File: src/rtl/sws_pkg.sv
// Shared constants for the serial switch control block
package sws_pkg;
  localparam int unsigned FRAME_BITS     = 24;
  localparam int unsigned NUM_OUT        = 16;
  localparam int unsigned BIT_ANY_FAULT  = 23;
  localparam int unsigned BIT_OVERVOLT   = 22;
  localparam int unsigned CLK_MHZ        = 200;
  localparam int unsigned MAX_SCLK_KHZ   = 6000;
  localparam int unsigned FLT_MIN_US     = 100;
  localparam int unsigned FLT_MAX_US     = 450;
  localparam int unsigned FLT_MIN_CYC    = FLT_MIN_US * CLK_MHZ;
  localparam int unsigned FLT_MAX_CYC    = FLT_MAX_US * CLK_MHZ;
  localparam int unsigned FLT_CNT_W      = 17;
  localparam logic [15:0] OUT_RESET      = 16'h0000;
  localparam logic [23:0] FRAME_RESET    = 24'h00_0000;
endpackage : sws_pkg

File: src/rtl/sws_fault_filter.sv
// Persistence filter for one output fault condition
`timescale 1ns/1ps
`default_nettype none
module sws_fault_filter #(
  parameter int unsigned CNT_W = 17,
  parameter int unsigned QUAL  = 20000
) (
  input  wire logic clock,
  input  wire logic rst_n,
  input  wire logic raw_fault,
  output logic      fault_q
);
  logic [CNT_W-1:0] cnt_q;

  // Count only while the raw condition persists; a glitch restarts it
  always_ff @(posedge clock or negedge rst_n) begin
    if (!rst_n) begin
      cnt_q <= '0;
    end else if (!raw_fault) begin
      cnt_q <= '0;
    end else if (cnt_q != CNT_W'(QUAL)) begin
      cnt_q <= cnt_q + 1'b1;
    end
  end

  always_ff @(posedge clock or negedge rst_n) begin
    if (!rst_n) begin
      fault_q <= 1'b0;
    end else begin
      fault_q <= raw_fault && (cnt_q == CNT_W'(QUAL));
    end
  end
endmodule : sws_fault_filter
`default_nettype wire

File: src/rtl/sws_spi_ctrl.sv
// SPI control and fault readout for a 16-output low-side switch
`timescale 1ns/1ps
`default_nettype none
module sws_spi_ctrl
  import sws_pkg::*;
#(
  parameter int unsigned FLT_QUAL_CYC = sws_pkg::FLT_MIN_CYC
) (
  input  wire logic        clock,
  input  wire logic        resetn,
  input  wire logic        sclk,
  input  wire logic        cs_n,
  input  wire logic        sdi,
  output logic             sdo,
  output logic             sdo_oe_n,
  input  wire logic [15:0] short_on,
  input  wire logic [15:0] open_off,
  input  wire logic        overvolt,
  output logic [15:0]      out_on,
  output logic [23:0]      cmd_word,
  output logic             cmd_strobe
);
  import sws_pkg::*;

  logic        rst_s1_q, rst_n_q;
  logic [1:0]  sclk_s_q, cs_s_q, sdi_s_q, ov_s_q;
  logic [15:0] sh_s1_q, sh_s2_q, op_s1_q, op_s2_q;
  logic        sclk_prev_q, cs_prev_q;
  logic        sclk_rise, sclk_fall, cs_rise, cs_fall, sel;
  logic [23:0] rx_q, tx_q;
  logic [15:0] flt_q;
  logic        ov_flt_q;
  logic        load_q;

  // Reset released through two stages
  always_ff @(posedge clock or negedge resetn) begin
    if (!resetn) begin
      rst_s1_q <= 1'b0;
      rst_n_q  <= 1'b0;
    end else begin
      rst_s1_q <= 1'b1;
      rst_n_q  <= rst_s1_q;
    end
  end

  // Pin synchronisers; sampling at 200 MHz covers a 6 MHz SCLK
  always_ff @(posedge clock or negedge rst_n_q) begin
    if (!rst_n_q) begin
      sclk_s_q <= 2'h0;
      cs_s_q   <= 2'h3;
      sdi_s_q  <= 2'h0;
      ov_s_q   <= 2'h0;
      sh_s1_q  <= 16'h0000;
      sh_s2_q  <= 16'h0000;
      op_s1_q  <= 16'h0000;
      op_s2_q  <= 16'h0000;
    end else begin
      sclk_s_q <= {sclk_s_q[0], sclk};
      cs_s_q   <= {cs_s_q[0], cs_n};
      sdi_s_q  <= {sdi_s_q[0], sdi};
      ov_s_q   <= {ov_s_q[0], overvolt};
      sh_s1_q  <= short_on;
      sh_s2_q  <= sh_s1_q;
      op_s1_q  <= open_off;
      op_s2_q  <= op_s1_q;
    end
  end

  always_ff @(posedge clock or negedge rst_n_q) begin
    if (!rst_n_q) begin
      sclk_prev_q <= 1'b0;
      cs_prev_q   <= 1'b1;
    end else begin
      sclk_prev_q <= sclk_s_q[1];
      cs_prev_q   <= cs_s_q[1];
    end
  end

  assign sel       = !cs_s_q[1];
  assign sclk_rise = sel && sclk_s_q[1] && !sclk_prev_q;
  assign sclk_fall = sel && !sclk_s_q[1] && sclk_prev_q;
  assign cs_fall   = cs_prev_q && !cs_s_q[1];
  assign cs_rise   = !cs_prev_q && cs_s_q[1];

  // Fault qualification per output
  for (genvar i = 0; i < NUM_OUT; i++) begin : g_flt
    sws_fault_filter #(
      .CNT_W (FLT_CNT_W),
      .QUAL  (FLT_QUAL_CYC)
    ) u_flt (
      .clock     (clock),
      .rst_n     (rst_n_q),
      .raw_fault (sh_s2_q[i] || op_s2_q[i]),
      .fault_q   (flt_q[i])
    );
  end

  // Overvoltage reported as soon as the synchronised level shows it
  always_ff @(posedge clock or negedge rst_n_q) begin
    if (!rst_n_q) begin
      ov_flt_q <= 1'b0;
    end else begin
      ov_flt_q <= ov_s_q[1];
    end
  end

  // Input shifter: sample on falling SCLK, MSB enters first
  always_ff @(posedge clock or negedge rst_n_q) begin
    if (!rst_n_q) begin
      rx_q <= FRAME_RESET;
    end else if (sclk_fall) begin
      rx_q <= {rx_q[22:0], sdi_s_q[1]};
    end
  end

  // Output shifter: load on select fall, shift on falling SCLK
  always_ff @(posedge clock or negedge rst_n_q) begin
    if (!rst_n_q) begin
      tx_q <= FRAME_RESET;
    end else if (cs_fall) begin
      tx_q <= {(|flt_q) || ov_flt_q, ov_flt_q, 6'h00, flt_q};
    end else if (sclk_fall) begin
      // Same sample as the input shifter, so chained data trails by 24 bits
      tx_q <= {tx_q[22:0], sdi_s_q[1]};
    end
  end

  // Driver latch; only the last 24 bits count
  always_ff @(posedge clock or negedge rst_n_q) begin
    if (!rst_n_q) begin
      out_on     <= OUT_RESET;
      cmd_word   <= FRAME_RESET;
      cmd_strobe <= 1'b0;
    end else begin
      cmd_strobe <= cs_rise;
      if (cs_rise) begin
        cmd_word <= rx_q;
        // Plain on/off command: high bit turns output on
        if (rx_q[23:18] == 6'h00) begin
          out_on <= rx_q[15:0];
        end
      end
    end
  end

  // SO moves only on load or rising SCLK, so it stands across the fall
  always_ff @(posedge clock or negedge rst_n_q) begin
    if (!rst_n_q) begin
      sdo      <= 1'b0;
      sdo_oe_n <= 1'b1;
      load_q   <= 1'b0;
    end else begin
      load_q   <= cs_fall;
      if (load_q || sclk_rise) begin
        sdo <= tx_q[23];
      end
      sdo_oe_n <= !sel;
    end
  end

  drv_latch_a: assert property (@(posedge clock) disable iff (!rst_n_q)
    cs_rise && (rx_q[23:18] == 6'h00) |=> out_on == $past(rx_q[15:0]))
    else $error("driver latch missed select rise");
  status_load_a: assert property (@(posedge clock) disable iff (!rst_n_q)
    cs_fall |=> tx_q[21:16] == 6'h00 && tx_q[15:0] == $past(flt_q))
    else $error("status frame not loaded");
  any_fault_a: assert property (@(posedge clock) disable iff (!rst_n_q)
    cs_fall |=> tx_q[23] == ((|tx_q[15:0]) || tx_q[22]))
    else $error("any-fault bit wrong");
  sdo_float_a: assert property (@(posedge clock) disable iff (!rst_n_q)
    cs_s_q[1] |=> sdo_oe_n)
    else $error("serial output driven while deselected");
  rx_idle_a: assert property (@(posedge clock) disable iff (!rst_n_q)
    cs_s_q[1] |=> $stable(rx_q))
    else $error("input shifter moved while deselected");
  rx_shift_a: assert property (@(posedge clock) disable iff (!rst_n_q)
    sclk_fall |=> rx_q[0] == $past(sdi_s_q[1]) && rx_q[23:1] == $past(rx_q[22:0]))
    else $error("input shift wrong");
  tx_shift_a: assert property (@(posedge clock) disable iff (!rst_n_q)
    sclk_fall && !cs_fall |=> tx_q[23:1] == $past(tx_q[22:0])
    && tx_q[0] == $past(sdi_s_q[1]))
    else $error("output shift wrong");
  fault_flag_a: assert property (@(posedge clock) disable iff (!rst_n_q)
    $rose(flt_q[0]) |-> $past(sh_s2_q[0] || op_s2_q[0], 2))
    else $error("fault set without cause");
  strobe_a: assert property (@(posedge clock) disable iff (!rst_n_q)
    cmd_strobe |=> !cmd_strobe)
    else $error("command strobe longer than one cycle");
endmodule : sws_spi_ctrl
`default_nettype wire

File: config.mk
export PLATFORM = sky130hd
export DESIGN_NAME = sws_spi_ctrl
export DESIGN_NICKNAME = d
export VERILOG_FILES = /design/src/rtl/sws_pkg.sv /design/src/rtl/sws_fault_filter.sv /design/src/rtl/sws_spi_ctrl.sv
export SDC_FILE = /design/constraint.sdc
export NUM_CORES = 1
export LEC_CHECK = 0
export BUFFER_PORTS_ARGS = -buffer_cell sky130_fd_sc_hd__buf_2
export CAP_MARGIN = 20
export CORE_UTILIZATION = 40
export CTS_CLUSTER_SIZE = 8
export DETAILED_ROUTE_END_ITERATION = 10
export SLEW_MARGIN = 15
export SYNTH_ARGS = -nofsm -noshare
export SYNTH_HDL_FRONTEND = slang
export SYNTH_HIERARCHICAL = 1
export SYNTH_SLANG_ARGS = --single-unit
File: constraint.sdc
create_clock -name clock -period 20.6 [get_ports clock]
set_input_delay 2.06 -clock clock [delete_from_list [all_inputs] [get_ports clock]]
set_output_delay 2.06 -clock clock [all_outputs]
set_load 0.02 [all_outputs]
==> reports/qor.txt <==
Placed cells: 2714
Post-CTS Resized: 0
Global route total overflow: 0
Full die area: 54700 um2
Clock skew: 0.02262 ns
Reg-to-reg critical path startpoint: cs_s_q[1]$_DFF_PN1_
Setup CP Type: reg -> out
WHS: 0.3375 ns
CP arrival: 1.41 ns
Post-DP Area: 22140 um2
Largest net degree at the start of global routing: 182
Mapped Nets: 2108
CP required: 18.54 ns
Final hold violations: 0
Max-cap check violation count: 0
Starting density of the core: 40.69%
Fin crit share: 16.86%
Yosys reg bits: 456
Clock Tree Root: clkbuf_16
RR Endpoint: tx_q[6]$_DFFE_PN0P_
Area Growth Syn to Fin: 11.61%
I/O Buffers: 80
Die H: 233.9 um
Path depth of the worst reg2reg path: 3
CTS Buffer Depth: 3
DRT antenna net count: 0
Status: complete, but fails checks
Via density: 5.385
Final Setup Violations: 0
Layout Nets: 2166
Startpoint Class: register
Worst Hold Class: reg -> reg
Pre-Repair DR Iteration Count: 8
EDFF count, synth: 0
Initial antenna violation count: 0
Final cell count without fillers: 2799
RSZ-0062 raised after global routing: no
Final wirelength: 41790 um
Syn avg cell area: 10.55 um2
Commonest non-fill, non-tap cell in the layout: dfrtp_1
Diodes inserted: 0
VDD IR max: 0.00005461 V
Die Width: 233.9 um
Critical-path top delay cell: dfstp_2
Post-DP HPWL: 26730 um
Setup slack, reg-to-reg: 18.04 ns
Top Ports: 81
Distinct cell type count of the synthesized netlist: 49
Synth Instances: 2038
Seq/Total Area, Yosys: 53.07%
CTS buffer count: 67
Fin crit period: 3.473 ns
Critical path origin: cs_prev_q$_DFF_PN1_
Global-route wire length before repair: 71990 um
Cell Chain, Critical Path: buf_2
Commonest cells after routing, fill and taps aside: 452 x dfrtp_1, 224 x nand2_1, 179 x nor2_1
TritonCTS clock tree: built
Cts hold-fix bufs: 0
Setup TNS: 0 ns
Max Slew Vio Count: 0
Setup crit end: sdo_oe_n
Post-synth ARST share: 100.0%
CP bufs+invs: 1
Violated checks: DRC
Post-CTS Setup Inserts: 0
Worst-path fanout max: 11
Num rows: 84
Clk slew on worst S/H paths: 0.05 ns
DRC: 12
Crit. path cell count: 1
GRT Total Usage: 15.77%
CP Capture Type: output port
CP top delay family: flip-flops
Wire per inst: 14.93 um
Htree depth: 3
Yosys warning count: 6
Slowest Stage Delay on Critical Path: 0.62 ns
Worst-Margin Slew: 1.045 ns
Synthesized area: 21510 um2
Number of global-route vias before repair: 14560
Sinks on Clock Net: 456
Max-slew headroom: 30.08%
GP Congestion: 0.8004
Proportion of layout cells with a drive suffix above 1: 13.74%
Clock Latency Late Sink: 0.59 ns
Power Density: 94.70 nW/um2
CORE AREA: 52870 um2
Final instance area: 24010 um2
Starting DRT DRC Count: 1117
Via Count: 15070
FMAX: 287.9 MHz
Leakage power: 10.85 nW
Top_reg_cell synth: dfrtp_1
==> Yosys cell counts, types with 33 or more instances <==
master / instances / area, um2
xnor2_1: 96 / 840.8
nor3b_1: 50 / 375.4
mux2i_1: 33 / 330.3
nand3_1: 117 / 585.6
inv_1: 65 / 244.0
nor3_1: 83 / 415.4
nor2_1: 179 / 671.9
nand2_1: 224 / 840.8
nor4_1: 83 / 519.3
dfrtp_1: 453 / 11340
buf_6: 33 / 371.6
o21ai_0: 65 / 325.3
==> metrics by stage <==
step	worst slack (ns)	utilization, %	power (mW)
after global placement	17.68	41.83	1.302
final	17.13	45.41	2.273
after detailed placement	17.63	41.88	1.313
after CTS	17.09	45.36	2.310
after global routing	17.06	45.41	2.391
after floorplan	6.955	-	1.269
==> registers in the layout, summed over array words and instances (netlist names), 24 cells and up <==
name,count
g_flt.u_flt/cnt_q,272
tx_q,24
cmd_word,24
rx_q,24
==> logic make-up (layout without fill, tap and decap cells) <==
logic type,count (synthesis),in the layout,synth area share [%]
mux,74,74,3.857
fa+ha+maj,32,32,1.861
xor+xnor,128,128,5.212
simple gates,972,972,24.44
buf+inv,164,237,4.473
other cells,1,1,0.01743
compound gates,211,211,7.068
flops,456,456,53.07
==> final cells by class <==
class,count,area [um2]
Fill cell,4913,28860
Sequential cell,456,11420
Multi-Input combinational cell,1418,9138
Clock buffer,78,1770
Tap cell,688,860.8
Timing Repair Buffer,87,505.5
Inverter,66,247.7
Clock inverter,6,66.31
==> power by group <==
group	internal (mW)	switching (mW)	total, mW
sequential	0.969	0.0954	1.06
clock	0.599	0.375	0.974
combinational	0.101	0.135	0.235
total	1.67	0.605	2.27
==> worst min path at each step <==
| stage | start | to | slack [ns] | cells after the start |
|---|---|---|---|---|
| 4_1_cts | sh_s1_q[6]$_DFF_PN0_ | sh_s2_q[6]$_DFF_PN0_ | 0.34 | 0 |
| 6_report | sh_s1_q[3]$_DFF_PN0_ | sh_s2_q[3]$_DFF_PN0_ | 0.34 | 0 |
| 3_3_place_gp | rst_s1_q$_DFF_PN0_ | rst_n_q$_DFF_PN0_ | 0.33 | 0 |
| 3_5_place_dp | sh_s1_q[11]$_DFF_PN0_ | sh_s2_q[11]$_DFF_PN0_ | 0.33 | 0 |
| 5_1_grt | sh_s1_q[3]$_DFF_PN0_ | sh_s2_q[3]$_DFF_PN0_ | 0.33 | 0 |
| 2_1_floorplan | op_s1_q[0]$_DFF_PN0_ | op_s2_q[0]$_DFF_PN0_ | 0.33 | 0 |
==> per-layer routing <==
metal | routed length [um] | share of wire (%) | track usage [%]
met1 | 20440 | 49 | 22.27
met2 | 18920 | 45 | 24.21
met3 | 1681 | 4.0 | 3.344
met4 | 751 | 1.8 | 4.809
met5 | 0 | 0 | 0
No activity file was read; power rests on OpenSTA's default activity.
